[src/inc/ssu_pkg.sv]
package ssu_pkg;
    localparam logic [7:0]  ADDR_STATUS  = 8'h00;
    localparam logic [7:0]  ADDR_ENABLE  = 8'h04;
    localparam logic [7:0]  ADDR_TXCFG   = 8'h08;
    localparam logic [7:0]  ADDR_CTRL    = 8'h0c;
    localparam logic [7:0]  ADDR_WMARK   = 8'h10;
    localparam int          B_RX_DATA_READY_FLAG1 = 15, B_RX_DATA_READY_FLAG0 = 14, B_TX_DATA_EMPTY_FLAG1 = 13, B_TX_DATA_EMPTY_FLAG0 = 12;
    localparam int          B_ROE1 = 11, B_ROE0 = 10, B_TX_UNDERRUN_FLAG1 = 9, B_TX_UNDERRUN_FLAG0 = 8;
    localparam int          B_TFS = 7, B_RFS = 6, B_TLS = 5, B_RLS = 4;
    localparam int          B_RX_FIFO_FULL_FLAG1 = 3, B_RX_FIFO_FULL_FLAG0 = 2, B_TX_FIFO_EMPTY_FLAG1 = 1, B_TX_FIFO_EMPTY_FLAG0 = 0;
    localparam int          B_RX_DMA_REQUEST_ENABLE = 22, B_RIE = 21, B_TX_DMA_REQUEST_ENABLE = 20, B_TIE = 19;
    localparam int          B_ALIGN = 9, B_TX_FIFO1_ENABLE = 8, B_TFEN0 = 7;
    localparam int          B_EN = 0, B_SRST = 1, B_TWOCH = 2, B_NET = 3, B_RFEN0 = 4, B_RFEN1 = 5;
    localparam logic [31:0] ENABLE_MASK  = 32'h007f_ffff;
    localparam logic [31:0] TXCFG_MASK   = 32'h0000_03ff;
    localparam logic [31:0] CTRL_MASK    = 32'h0000_003d;
    localparam logic [31:0] WMARK_MASK   = 32'h0000_ffff;
    localparam logic [31:0] WMARK_RESET  = 32'h0000_4444;
    localparam logic [18:0] RX_GROUP     = 19'h7_cc5c;
    localparam logic [18:0] TX_GROUP     = 19'h0_33a3;
    localparam logic [3:0]  WL_MSB31_MIN = 4'h7;
    localparam logic [4:0]  REF_BIT0     = 5'h00;
    localparam logic [4:0]  REF_BIT15    = 5'h0f;
    localparam logic [4:0]  REF_BIT31    = 5'h1f;

    // shifter events, one-cycle pulses on sys_clk
    typedef struct packed {
        logic word_start;
        logic tx_slot_start;
        logic tx_slot_first;
        logic tx_slot_last;
        logic tx_slot_masked;
        logic tx_fs_seen;
        logic rx_slot_start;
        logic rx_slot_last;
        logic rx_fs_seen;
    } ssu_evt_t;

    // fifo and holding register state
    typedef struct packed {
        logic [3:0] tx0_level;
        logic [3:0] tx1_level;
        logic [3:0] rx0_level;
        logic [3:0] rx1_level;
        logic       tx0_hold_empty;
        logic       tx1_hold_empty;
        logic       rx0_hold_full;
        logic       rx1_hold_full;
    } ssu_fifo_t;
endpackage : ssu_pkg

[src/hw/ssu_status.sv]
`default_nettype none
module ssu_status
    import ssu_pkg::*;
#(
    parameter int FIFO_DEPTH = 8
) (
    input  wire logic        sys_clk,
    input  wire logic        rstn,
    input  wire logic        psel,
    input  wire logic        penable,
    input  wire logic        pwrite,
    input  wire logic [7:0]  paddr,
    input  wire logic [31:0] pwdata,
    output logic      [31:0] prdata,
    output logic             pready,
    output logic             pslverr,
    input  wire logic        bclk_pin,
    input  wire ssu_evt_t    evt,
    input  wire ssu_fifo_t   fifo,
    input  wire logic [3:0]  word_len,
    input  wire logic        tx_enable,
    output logic             irq,
    output logic             rx_dma_req,
    output logic             tx_dma_req,
    output logic [31:0]      tx_config,
    output logic [4:0]       shift_ref_bit,
    output logic             tx_repeat,
    output logic             rx1_discard,
    output logic             fifo_flush,
    output logic             module_en
);
    localparam logic [3:0] DEPTH = 4'(FIFO_DEPTH);

    logic [31:0] enable_q;
    logic [31:0] ctrl_q;
    logic [31:0] wmark_q;
    logic [18:0] stat_q;
    logic [4:0]  pend_q;
    logic        armed_q;
    logic [2:0]  bclk_q;
    logic        srst_q;
    logic        ready_q;
    logic        wr_done;
    logic        rd_done;
    logic        status_rd;
    logic        bclk_rise;
    logic        commit;
    logic        flag_clr;
    logic        two_ch;
    logic        net_mode;
    logic        tx_underrun_flag0_ev;
    logic        tx_underrun_flag1_ev;
    logic [4:0]  pend_in;
    logic [18:0] enabled_stat;

    function automatic logic addr_hit(input logic [7:0] a);
        addr_hit = (a == ADDR_STATUS) || (a == ADDR_ENABLE) || (a == ADDR_TXCFG) ||
                   (a == ADDR_CTRL) || (a == ADDR_WMARK);
    endfunction

    function automatic logic [3:0] wm_field(input logic [31:0] w, input int idx);
        wm_field = w[idx*4 +: 4];
    endfunction

    // apb slave: one wait state, answer registered
    assign wr_done   = psel && penable && ready_q && pwrite;
    assign rd_done   = psel && penable && ready_q && !pwrite;
    assign status_rd = rd_done && (paddr == ADDR_STATUS);

    always_ff @(posedge sys_clk or negedge rstn) begin
        if (!rstn) begin
            ready_q <= 1'b0;
            prdata  <= 32'h0000_0000;
            pslverr <= 1'b0;
        end else begin
            ready_q <= psel && penable && !ready_q;
            if (psel && penable && !ready_q) begin
                pslverr <= !addr_hit(paddr);
                case (paddr)
                    ADDR_STATUS: prdata <= {13'h0000, stat_q};
                    ADDR_ENABLE: prdata <= enable_q;
                    ADDR_TXCFG:  prdata <= tx_config;
                    ADDR_CTRL:   prdata <= ctrl_q;
                    ADDR_WMARK:  prdata <= wmark_q;
                    default:     prdata <= 32'h0000_0000;
                endcase
            end
        end
    end
    assign pready = ready_q;

    // control registers; tx configuration survives soft reset
    always_ff @(posedge sys_clk or negedge rstn) begin
        if (!rstn) begin
            enable_q  <= 32'h0000_0000;
            tx_config <= 32'h0000_0000;
            ctrl_q    <= 32'h0000_0000;
            wmark_q   <= WMARK_RESET;
        end else if (wr_done) begin
            case (paddr)
                ADDR_ENABLE: enable_q  <= pwdata & ENABLE_MASK;
                ADDR_TXCFG:  tx_config <= pwdata & TXCFG_MASK;
                ADDR_CTRL:   ctrl_q    <= pwdata & CTRL_MASK;
                ADDR_WMARK:  wmark_q   <= pwdata & WMARK_MASK;
                default:     ;
            endcase
        end
    end

    // soft reset is a self-clearing pulse, written as a one to ctrl bit 1
    always_ff @(posedge sys_clk or negedge rstn) begin
        if (!rstn)
            srst_q <= 1'b0;
        else
            srst_q <= wr_done && (paddr == ADDR_CTRL) && pwdata[B_SRST];
    end

    assign two_ch   = ctrl_q[B_TWOCH];
    assign net_mode = ctrl_q[B_NET];
    assign flag_clr = srst_q || !ctrl_q[B_EN];

    // bit clock from the pin, two stages then edge detect
    always_ff @(posedge sys_clk or negedge rstn) begin
        if (!rstn)
            bclk_q <= 3'b000;
        else
            bclk_q <= {bclk_q[1:0], bclk_pin};
    end
    assign bclk_rise = bclk_q[1] && !bclk_q[2];

    // word start arms; first bit clock edge afterwards commits pending events
    always_ff @(posedge sys_clk or negedge rstn) begin
        if (!rstn)
            armed_q <= 1'b0;
        else if (flag_clr)
            armed_q <= 1'b0;
        else if (evt.word_start)
            armed_q <= 1'b1;
        else if (bclk_rise)
            armed_q <= 1'b0;
    end
    assign commit = armed_q && bclk_rise && !evt.word_start;

    // underrun: an unmasked slot with nothing to send
    assign tx_underrun_flag0_ev = evt.tx_slot_start && !evt.tx_slot_masked && tx_enable &&
                     stat_q[B_TX_DATA_EMPTY_FLAG0];
    assign tx_underrun_flag1_ev = evt.tx_slot_start && !evt.tx_slot_masked && tx_enable &&
                     two_ch && stat_q[B_TX_DATA_EMPTY_FLAG1];
    // pend bits: 0 tx_underrun_flag0, 1 tx_underrun_flag1, 2 tfs, 3 tls, 4 rls
    assign pend_in = {evt.rx_slot_start && evt.rx_slot_last,
                      evt.tx_slot_start && evt.tx_slot_last,
                      evt.tx_fs_seen, tx_underrun_flag1_ev, tx_underrun_flag0_ev};

    always_ff @(posedge sys_clk or negedge rstn) begin
        if (!rstn)
            pend_q <= 5'h00;
        else if (flag_clr)
            pend_q <= 5'h00;
        else if (commit)
            pend_q <= pend_in;
        else
            pend_q <= pend_q | pend_in;
    end

    always_ff @(posedge sys_clk or negedge rstn) begin
        if (!rstn)
            tx_repeat <= 1'b0;
        else
            tx_repeat <= tx_underrun_flag0_ev || tx_underrun_flag1_ev;
    end

    // sticky event flags: set wins over the read clear
    always_ff @(posedge sys_clk or negedge rstn) begin
        if (!rstn) begin
            stat_q[B_TX_UNDERRUN_FLAG0] <= 1'b0;
            stat_q[B_TX_UNDERRUN_FLAG1] <= 1'b0;
            stat_q[B_TLS]  <= 1'b0;
            stat_q[B_RLS]  <= 1'b0;
        end else if (flag_clr) begin
            stat_q[B_TX_UNDERRUN_FLAG0] <= 1'b0;
            stat_q[B_TX_UNDERRUN_FLAG1] <= 1'b0;
            stat_q[B_TLS]  <= 1'b0;
            stat_q[B_RLS]  <= 1'b0;
        end else begin
            stat_q[B_TX_UNDERRUN_FLAG0] <= (commit && pend_q[0]) || (stat_q[B_TX_UNDERRUN_FLAG0] && !status_rd);
            stat_q[B_TX_UNDERRUN_FLAG1] <= (commit && pend_q[1]) || (stat_q[B_TX_UNDERRUN_FLAG1] && !status_rd);
            stat_q[B_TLS]  <= (commit && pend_q[3]) || (stat_q[B_TLS] && !status_rd);
            stat_q[B_RLS]  <= (commit && pend_q[4]) || (stat_q[B_RLS] && !status_rd);
        end
    end

    // frame sync flags: held in normal mode, slot-tracked in network mode
    always_ff @(posedge sys_clk or negedge rstn) begin
        if (!rstn) begin
            stat_q[B_TFS] <= 1'b0;
            stat_q[B_RFS] <= 1'b0;
        end else if (flag_clr) begin
            stat_q[B_TFS] <= 1'b0;
            stat_q[B_RFS] <= 1'b0;
        end else begin
            if (!net_mode)
                stat_q[B_TFS] <= 1'b1;
            else if (commit && pend_q[2])
                stat_q[B_TFS] <= 1'b1;
            else if (evt.tx_slot_start && !evt.tx_slot_first)
                stat_q[B_TFS] <= 1'b0;
            if (!net_mode)
                stat_q[B_RFS] <= 1'b1;
            else if (evt.rx_fs_seen)
                stat_q[B_RFS] <= 1'b1;
            else if (evt.rx_slot_start)
                stat_q[B_RFS] <= 1'b0;
        end
    end

    // level flags follow fifo state
    always_ff @(posedge sys_clk or negedge rstn) begin
        if (!rstn) begin
            stat_q[B_RX_DATA_READY_FLAG1] <= 1'b0;
            stat_q[B_RX_DATA_READY_FLAG0] <= 1'b0;
            stat_q[B_TX_DATA_EMPTY_FLAG1] <= 1'b1;
            stat_q[B_TX_DATA_EMPTY_FLAG0] <= 1'b1;
            stat_q[B_RX_FIFO_FULL_FLAG1] <= 1'b0;
            stat_q[B_RX_FIFO_FULL_FLAG0] <= 1'b0;
            stat_q[B_TX_FIFO_EMPTY_FLAG1] <= 1'b1;
            stat_q[B_TX_FIFO_EMPTY_FLAG0] <= 1'b1;
        end else if (flag_clr) begin
            stat_q[B_RX_DATA_READY_FLAG1] <= 1'b0;
            stat_q[B_RX_DATA_READY_FLAG0] <= 1'b0;
            stat_q[B_TX_DATA_EMPTY_FLAG1] <= 1'b1;
            stat_q[B_TX_DATA_EMPTY_FLAG0] <= 1'b1;
            stat_q[B_RX_FIFO_FULL_FLAG1] <= 1'b0;
            stat_q[B_RX_FIFO_FULL_FLAG0] <= 1'b0;
            stat_q[B_TX_FIFO_EMPTY_FLAG1] <= 1'b1;
            stat_q[B_TX_FIFO_EMPTY_FLAG0] <= 1'b1;
        end else begin
            stat_q[B_RX_DATA_READY_FLAG1] <= two_ch && (ctrl_q[B_RFEN1] ? (fifo.rx1_level != 4'h0) : fifo.rx1_hold_full);
            stat_q[B_RX_DATA_READY_FLAG0] <= ctrl_q[B_RFEN0] ? (fifo.rx0_level != 4'h0) : fifo.rx0_hold_full;
            stat_q[B_TX_DATA_EMPTY_FLAG1] <= tx_config[B_TX_FIFO1_ENABLE] ? (fifo.tx1_level < DEPTH)
                                                 : fifo.tx1_hold_empty;
            stat_q[B_TX_DATA_EMPTY_FLAG0] <= tx_config[B_TFEN0] ? (fifo.tx0_level < DEPTH) : fifo.tx0_hold_empty;
            stat_q[B_RX_FIFO_FULL_FLAG1] <= two_ch && ctrl_q[B_RFEN1] &&
                              (fifo.rx1_level >= wm_field(wmark_q, 1));
            stat_q[B_RX_FIFO_FULL_FLAG0] <= ctrl_q[B_RFEN0] && (fifo.rx0_level >= wm_field(wmark_q, 0));
            if (fifo.tx1_level < wm_field(wmark_q, 3))
                stat_q[B_TX_FIFO_EMPTY_FLAG1] <= 1'b1;
            else if (fifo.tx1_level > wm_field(wmark_q, 3))
                stat_q[B_TX_FIFO_EMPTY_FLAG1] <= 1'b0;
            if (fifo.tx0_level < wm_field(wmark_q, 2))
                stat_q[B_TX_FIFO_EMPTY_FLAG0] <= 1'b1;
            else if (fifo.tx0_level > wm_field(wmark_q, 2))
                stat_q[B_TX_FIFO_EMPTY_FLAG0] <= 1'b0;
        end
    end

    // overrun and command flags are held at zero here
    always_ff @(posedge sys_clk or negedge rstn) begin
        if (!rstn) begin
            stat_q[B_ROE1] <= 1'b0;
            stat_q[B_ROE0] <= 1'b0;
            stat_q[18:16]  <= 3'b000;
        end else begin
            stat_q[B_ROE1] <= 1'b0;
            stat_q[B_ROE0] <= 1'b0;
            stat_q[18:16]  <= 3'b000;
        end
    end

    // interrupt: per-bit enable, then group master enable
    assign enabled_stat = stat_q & enable_q[18:0] &
                          ((enable_q[B_RIE] ? RX_GROUP : 19'h0_0000) |
                           (enable_q[B_TIE] ? TX_GROUP : 19'h0_0000));

    always_ff @(posedge sys_clk or negedge rstn) begin
        if (!rstn) begin
            irq        <= 1'b0;
            rx_dma_req <= 1'b0;
            tx_dma_req <= 1'b0;
        end else begin
            irq        <= |enabled_stat;
            rx_dma_req <= enable_q[B_RX_DMA_REQUEST_ENABLE] &&
                          ((ctrl_q[B_RFEN0] || ctrl_q[B_RFEN1]) ?
                           (stat_q[B_RX_FIFO_FULL_FLAG0] || stat_q[B_RX_FIFO_FULL_FLAG1]) :
                           (stat_q[B_RX_DATA_READY_FLAG0] || stat_q[B_RX_DATA_READY_FLAG1]));
            tx_dma_req <= enable_q[B_TX_DMA_REQUEST_ENABLE] &&
                          ((tx_config[B_TFEN0] || tx_config[B_TX_FIFO1_ENABLE]) ?
                           (stat_q[B_TX_FIFO_EMPTY_FLAG0] || stat_q[B_TX_FIFO_EMPTY_FLAG1]) :
                           (stat_q[B_TX_DATA_EMPTY_FLAG0] || stat_q[B_TX_DATA_EMPTY_FLAG1]));
        end
    end

    // shifter side outputs
    always_ff @(posedge sys_clk or negedge rstn) begin
        if (!rstn) begin
            shift_ref_bit <= REF_BIT0;
            rx1_discard   <= 1'b0;
            fifo_flush    <= 1'b1;
            module_en     <= 1'b0;
        end else begin
            if (tx_config[B_ALIGN])
                shift_ref_bit <= REF_BIT0;
            else if (word_len >= WL_MSB31_MIN)
                shift_ref_bit <= REF_BIT31;
            else
                shift_ref_bit <= REF_BIT15;
            rx1_discard <= two_ch && ctrl_q[B_RFEN1] && (fifo.rx1_level >= DEPTH);
            fifo_flush  <= !ctrl_q[B_EN];
            module_en   <= ctrl_q[B_EN];
        end
    end

    // assertions
    tls_read_clr_a: assert property (@(posedge sys_clk) disable iff (!rstn)
        (status_rd && stat_q[B_TLS] && !(commit && pend_q[3]) && !flag_clr) |=> !stat_q[B_TLS])
        else $error("last-slot flag not cleared by status read");
    tls_commit_a: assert property (@(posedge sys_clk) disable iff (!rstn)
        (commit && pend_q[3] && !flag_clr) |=> stat_q[B_TLS])
        else $error("last-slot flag missed");
    tx_underrun_flag0_set_a: assert property (@(posedge sys_clk) disable iff (!rstn)
        (commit && pend_q[0] && !flag_clr) |=> stat_q[B_TX_UNDERRUN_FLAG0])
        else $error("underrun flag 0 missed");
    event_gate_a: assert property (@(posedge sys_clk) disable iff (!rstn)
        (!stat_q[B_TX_UNDERRUN_FLAG0] && !commit && !flag_clr) |=> !stat_q[B_TX_UNDERRUN_FLAG0])
        else $error("underrun flag set without commit");
    tfs_normal_a: assert property (@(posedge sys_clk) disable iff (!rstn)
        (!net_mode && !flag_clr) |=> stat_q[B_TFS])
        else $error("frame sync flag not held in normal mode");
    irq_gate_a: assert property (@(posedge sys_clk) disable iff (!rstn)
        irq == $past(|enabled_stat))
        else $error("interrupt does not follow enabled status");
    rx_master_a: assert property (@(posedge sys_clk) disable iff (!rstn)
        (!enable_q[B_RIE] && !enable_q[B_TIE]) |=> !irq)
        else $error("interrupt without master enable");
    rx_dma_a: assert property (@(posedge sys_clk) disable iff (!rstn)
        !enable_q[B_RX_DMA_REQUEST_ENABLE] |=> !rx_dma_req)
        else $error("rx dma request while disabled");
    tx_dma_a: assert property (@(posedge sys_clk) disable iff (!rstn)
        (enable_q[B_TX_DMA_REQUEST_ENABLE] && !(tx_config[B_TFEN0] || tx_config[B_TX_FIFO1_ENABLE]) && stat_q[B_TX_DATA_EMPTY_FLAG0])
        |=> tx_dma_req)
        else $error("tx dma request missing");
    rx_fifo_full_flag1_level_a: assert property (@(posedge sys_clk) disable iff (!rstn)
        (two_ch && ctrl_q[B_RFEN1] && !flag_clr && fifo.rx1_level >= wm_field(wmark_q, 1))
        |=> stat_q[B_RX_FIFO_FULL_FLAG1])
        else $error("rx fifo full flag 1 missed");
    cfg_soft_a: assert property (@(posedge sys_clk) disable iff (!rstn)
        (srst_q && !wr_done) |=> $stable(tx_config))
        else $error("soft reset changed tx configuration");
endmodule // ssu_status
`default_nettype wire

[config.mk]
export PLATFORM = sky130hd
export DESIGN_NAME = ssu_status
export DESIGN_NICKNAME = d
export VERILOG_FILES = /design/src/inc/ssu_pkg.sv /design/src/hw/ssu_status.sv
export SDC_FILE = /design/constraint.sdc
export NUM_CORES = 1
export LEC_CHECK = 0
export BUFFER_PORTS_ARGS = -buffer_cell sky130_fd_sc_hd__buf_2
export CORE_UTILIZATION = 49
export CTS_CLUSTER_SIZE = 8
export DETAILED_ROUTE_END_ITERATION = 10
export PLACE_DENSITY_LB_ADDON = 0.05
export SLEW_MARGIN = 10
export SYNTH_ARGS = -nofsm -noshare
export SYNTH_HDL_FRONTEND = slang
export SYNTH_SLANG_ARGS = --single-unit
[constraint.sdc]
create_clock -name sys_clk -period 3 [get_ports sys_clk]
set_input_delay 0.15 -clock sys_clk [delete_from_list [all_inputs] [get_ports sys_clk]]
set_output_delay 0.15 -clock sys_clk [all_outputs]
set_load 0.005 [all_outputs]
==> results.toml, run 1 <==
[global_route]
grt_pass1_wl_mm = 20.44
antenna_found_initial = 0
grt_pass1_vias = 3839
grt_start_max_net_pins = 68
grt-ovfl-total = 0
grt.total_usage = 0.2421

[cts]
cts_setup_buffers = 0
cts_root_buf = "clkbuf_8"
hold_buffers = 17
cts_tree = "yes"
cts_repair_resize_count = 0
insertion_delay_ns = 0.38
cts_buffers = 9
path_clk_slew_ns = 0.10
h-tree-depth = 3
cts.sinks = 112
cts_max_path_buffers = 2

[worst_setup_path]
crit_path_cell_trace = "buf_2 -> or4_4 -> or4b_1 -> nor4b_2 -> buf_4 -> mux2_2"
path_buf_inv = 2
crit_path_start = "paddr[7]"
worstReg2RegStart = "pready$_DFF_PN0_"
crit_slowest_cell = "or4b_1"
start_kind = "primary input"
crit_type = "primary input to register"
critPathTopFamily = "simple AND/OR/NAND/NOR gates"
endpoint_kind = "register"
max_stage_delay_ns = 0.75
required_ns = 3.28
cp_max_fo = 10
arrival_ns = 2.54

[finish]
final_layout_size_suffix_gt1_frac = 0.3641
fin_nets = 688
post-route-cell-area_sq_um = 6471
syn_to_final_growth_pct = 18.43
fill_cells = 948
layout_commonest_cell = "buf_2"
final_cell_mix = "buf_2 (116), dfrtp_1 (103), nand2_1 (35)"
n_antenna_cell = 0

[logic_synthesis]
synth_ff_type = "dfrtp_1"
synth_edf_count = 0
yosysSeqAreaShare = 0.5150
syn_area_per_cell_sq_um = 11.98
yosysWarnings = 0
ys_seq_elements = 112
synth_cell_type_count = 47
syn_inst = 456
async_flop_share = 1.000
syn_area_sq_um = 5464

[sta]
period_share = 0.7533
setup_slack_ns = 0.7402
setup_viol = 0
clock_skew_ns = 0.005779
rsz0062_at_grt = "false"
fmax_mhz = 442.5
hold_violations = 0
relSlewSlack = 0.5780
finalSetupTns_ns = 0
min_period_ns = 2.260
worst_pin_slew_ns = 0.6317
fin_hold_ws_ns = 0.006885
drv_slew = 0

[floorplan]
dieArea_sq_um = 11580
initial_core_util = 0.5040
boundaryPins = 158
die_w_microns = 107.6
die_h_microns = 107.6
std_cell_rows = 38
coreArea_sq_um = 10840

[status]
status = "complete, no violations"

[route]
wire_per_inst_microns = 17.51
drtAntennaViolNets = 0
via_per_inst = 5.313
num_vias = 3910
drtIter0Drc = 200
wl_mm = 12.89
drtPass1Iterations = 5
drcViolationCount = 0

[power_and_ir_drop]
leakagePower_nw = 3.215
cellPowerDensity_nw_per_um2 = 413.8
peakVddDrop_mv = 0.3363

[flow_run]
drv_cap = 0

[placement]
dp_hpwl_mm = 9.576
place_area_sq_um = 6098
pre_cts_ws_ns = 0.3378
numPortBuffers = 117
place_congestion = 0.7784

[worst_hold_path]
hold_start = "word_len[3]"
hp-class = "primary input to register"
==> report_power, final <==
part / internal (W) / leakage, nW / switching [W]
registers: 0.00152 / 1.51 / 0.00000484
clock network: 0.000467 / 0.0967 / 0.000488
logic: 0.0000845 / 1.61 / 0.000115
==> layout make-up <==
type | count | area [sq um] | share of cell area
Clock buffer | 12 | 135.1 | 0.02088
Clock inverter | 3 | 67.56 | 0.01044
Multi-Input combinational cell | 299 | 2320 | 0.3585
Timing Repair Buffer | 145 | 865.8 | 0.1338
Inverter | 25 | 93.84 | 0.01450
Sequential cell | 112 | 2814 | 0.4348
Tap cell | 140 | 175.2 | 0.02707
==> tightest hold or removal path: stages <==
cell and delay (ns):
buf_2 0.07, a31oi_1 0.03, nor2_1 0.10
==> Yosys cell counts (3+ instances only) <==
master	count	area share
dfrtp_1	103	0.47
buf_4	37	0.051
nand2_1	35	0.024
mux2_2	33	0.068
a22oi_1	25	0.034
inv_1	25	0.017
o21ai_0	21	0.019
mux2_4	20	0.055
nor2_1	19	0.013
ha_1	16	0.037
a21oi_1	10	0.0092
mux2i_1	10	0.018
dfstp_2	9	0.043
a22o_1	8	0.013
clkbuf_1	7	0.0048
nand3b_1	7	0.0096
nor4_1	6	0.0069
mux4_2	5	0.021
nand2b_1	5	0.0057
nand3_1	5	0.0046
o21a_1	5	0.0069
nor3_1	4	0.0037
a31oi_1	3	0.0034
buf_1	3	0.0021
buf_6	3	0.0062
nor2b_1	3	0.0034
==> through the flow <==
step / power [W] / instances / utilization
after floorplan: 0.001655 / 486 / -
after global placement: 0.001732 / 704 / 0.5626
after detailed placement: 0.001737 / 704 / 0.5626
after CTS: 0.002716 / 736 / 0.5970
after global routing: 0.002785 / 736 / 0.5970
final: 0.002677 / 736 / 0.5970
==> metal layers <==
layer	track usage	wire length, microns
met4	0.06262	180
met3	0.07264	855
met5	0	0
met2	0.3883	6109
met1	0.3201	5739
==> final timing paths <==
path,cells after the start,endpoint,slack [ns]
setup / recovery,6,tx_config[8]$_DFFE_PN0P_,0.74
hold / removal,3,shift_ref_bit[4]$_DFF_PN0_,0.007
setup reg to reg,5,tx_config[8]$_DFFE_PN0P_,0.77
hold reg to reg,0,bclk_q[1]$_DFF_PN0_,0.37
max in group asynchronous,3,fifo_flush$_DFF_PN1_,1.88
min in group asynchronous,2,prdata[20]$_DFFE_PN0P_,0.32
==> cell families (layout without fill, tap and decap cells) <==
kind of cell | Yosys count | count (layout) | synth area share
flops | 112 | 112 | 0.5150
fa+ha+maj | 16 | 16 | 0.03664
mux | 68 | 68 | 0.1619
compound gates | 84 | 84 | 0.1044
simple gates | 100 | 100 | 0.1003
other cells | 1 | 31 | 0.0006863
buf+inv | 75 | 185 | 0.08106
==> state kept, by name, summed over array words and instances, names as in the netlist <==
name,cells
tx_dma_req,1
fifo_flush,1
bclk_q,3
wmark_q,16
enable_q,23
pready,1
shift_ref_bit,2
pslverr,1
rx1_discard,1
rx_dma_req,1
prdata,23
tx_config,10
irq,1
module_en,1
ctrl_q,5
armed_q,1
tx_repeat,1
stat_q,14
pend_q,5
srst_q,1
Power figures use the tool's default switching activity.
==> inputs of run 2 (changes only) <==
==> constraint.sdc (replaced) <==
create_clock -name sys_clk -period 2.3 [get_ports sys_clk]
set_input_delay 0.115 -clock sys_clk [delete_from_list [all_inputs] [get_ports sys_clk]]
set_output_delay 0.115 -clock sys_clk [all_outputs]
set_load 0.005 [all_outputs]
==> run 2 against run 1 <==
Effect of this change: clock skew rose by 0.0043 ns; sequential power grew 30%; first-iteration DRC count is 2.5% lower; flip-flop and latch count unchanged; cell count rose by 3.8%; critical path type is now register to register; highest routed layer unchanged.
==> results.toml, run 2 (same netlist as run 1, synthesis figures left out) <==
[placement]
numPortBuffers = 117
place_congestion = 0.8012
dp_hpwl_mm = 9.798

[route]
drtIter0Drc = 195
drcViolationCount = 0
wl_mm = 13.19
wire_per_inst_microns = 17.27
drtPass1Iterations = 5
num_vias = 4020
drtAntennaViolNets = 0
via_per_inst = 5.262

[floorplan]
die_h_microns = 107.6
dieArea_sq_um = 11580
boundaryPins = 158
std_cell_rows = 38
initial_core_util = 0.5040
die_w_microns = 107.6
coreArea_sq_um = 10840

[cts]
cts_buffers = 9
cts_repair_resize_count = 0
insertion_delay_ns = 0.39
cts.sinks = 112
cts_tree = "yes"
cts_max_path_buffers = 2
cts_root_buf = "clkbuf_8"
path_clk_slew_ns = 0.10
h-tree-depth = 3

[sta]
finalSetupTns_ns = 0
setup_viol = 0
period_share = 0.9026
drv_slew = 0
worst_pin_slew_ns = 0.7297
fmax_mhz = 481.7
hold_violations = 0
rsz0062_at_grt = "false"
relSlewSlack = 0.5125
clock_skew_ns = 0.01010
min_period_ns = 2.076

[status]
status = "complete, no violations"

[finish]
syn_to_final_growth_pct = 23.15
top_regs = "enable_q (23), prdata (23), wmark_q (16)"
layout_commonest_cell = "buf_2"
fin_nets = 715
final_cell_mix = "buf_2 (116), dfrtp_1 (103), dlygate4sd3_1 (38)"
n_antenna_cell = 0
final_layout_size_suffix_gt1_frac = 0.3606
post-route-util = 0.6207

[worst_setup_path]
path_buf_inv = 1
required_ns = 2.57
crit_type = "register to register"
worstReg2RegStart = "pready$_DFF_PN0_"
critPathTopFamily = "simple AND/OR/NAND/NOR gates"
cp_max_fo = 5
crit_path_cell_trace = "nand3_1 -> or4b_1 -> buf_4 -> nor3_4 -> mux2_2"
start_kind = "register"
arrival_ns = 2.34
endpoint_kind = "register"
max_stage_delay_ns = 0.60
crit_slowest_cell = "or4b_1"
crit_path_start = "pready$_DFF_PN0_"

[worst_hold_path]
hold_start = "pwdata[3]"
hp-class = "primary input to register"

[flow_run]
drv_cap = 0

[power_and_ir_drop]
cellPowerDensity_nw_per_um2 = 495.5
peakVddDrop_mv = 0.4925
leakagePower_nw = 3.327

[global_route]
antenna_found_initial = 0
grt_pass1_wl_mm = 21.22
grt_start_max_net_pins = 69
grt-ovfl-total = 0
grt_pass1_vias = 3906
grt.total_usage = 0.2489
## run 2: cell type report
cell class / instances / area (sq um)
clock buffers: 12 / 145.1
fillers: 917 / 4111
repair buffers: 172 / 1159
well taps: 140 / 175.2
inverters: 25 / 93.84
clock inverters: 4 / 22.52
multi-input cells: 299 / 2320
flip-flops and latches: 112 / 2814
## run 2: power by group
part	switching, W	total, W	internal, W
combinational	0.000157	0.000294	0.000136
clock	0.000636	0.00106	0.000420
sequential	0.00000614	0.00198	0.00198
total	0.000799	0.00333	0.00253
## run 2: metal layers
layer  share of wire  routed length, microns  global-route usage  up-vias
met1            0.45                    5980              0.3451     1982
met2            0.48                    6319              0.3919      138
li1                -                       -                   -     1891
met5               0                       0                   0        -
met4           0.011                     146             0.05871        0
met3           0.057                     746             0.06356        9
## run 2: metrics by stage
stage               instance area (sq um)  std cells  worst slack [ns]  total power [W]  hold WS [ns]
floorplan                            5577        486           0.01341         0.002158       -0.1806
global placement                     6181        710          -0.08018         0.002266      0.003511
detailed placement                   6181        710           -0.1135         0.002270       0.01093
CTS                                  6729        764            0.2039         0.003384    0.00003428
global route                         6729        764            0.1230         0.003487      0.004550
finish                               6729        764            0.2240         0.003334       0.01626
## run 2: final timing paths
check                                            to  slack [ns]  cells past startpoint
min reg2reg                     bclk_q[1]$_DFF_PN0_        0.36                      0
min                         enable_q[3]$_DFFE_PN0P_        0.02                      2
max reg2reg                   ctrl_q[3]$_DFFE_PN0P_        0.22                      5
min in group asynchronous  enable_q[20]$_DFFE_PN0P_        0.13                      2
max                           ctrl_q[3]$_DFFE_PN0P_        0.22                      5
max in group asynchronous    wmark_q[2]$_DFFE_PN1P_        1.48                      3
## run 2: timing repair
item                      4_1_cts  5_1_grt
hold endpoints to repair      154        0
buffers inserted                0        0
hold buffers                   38        0
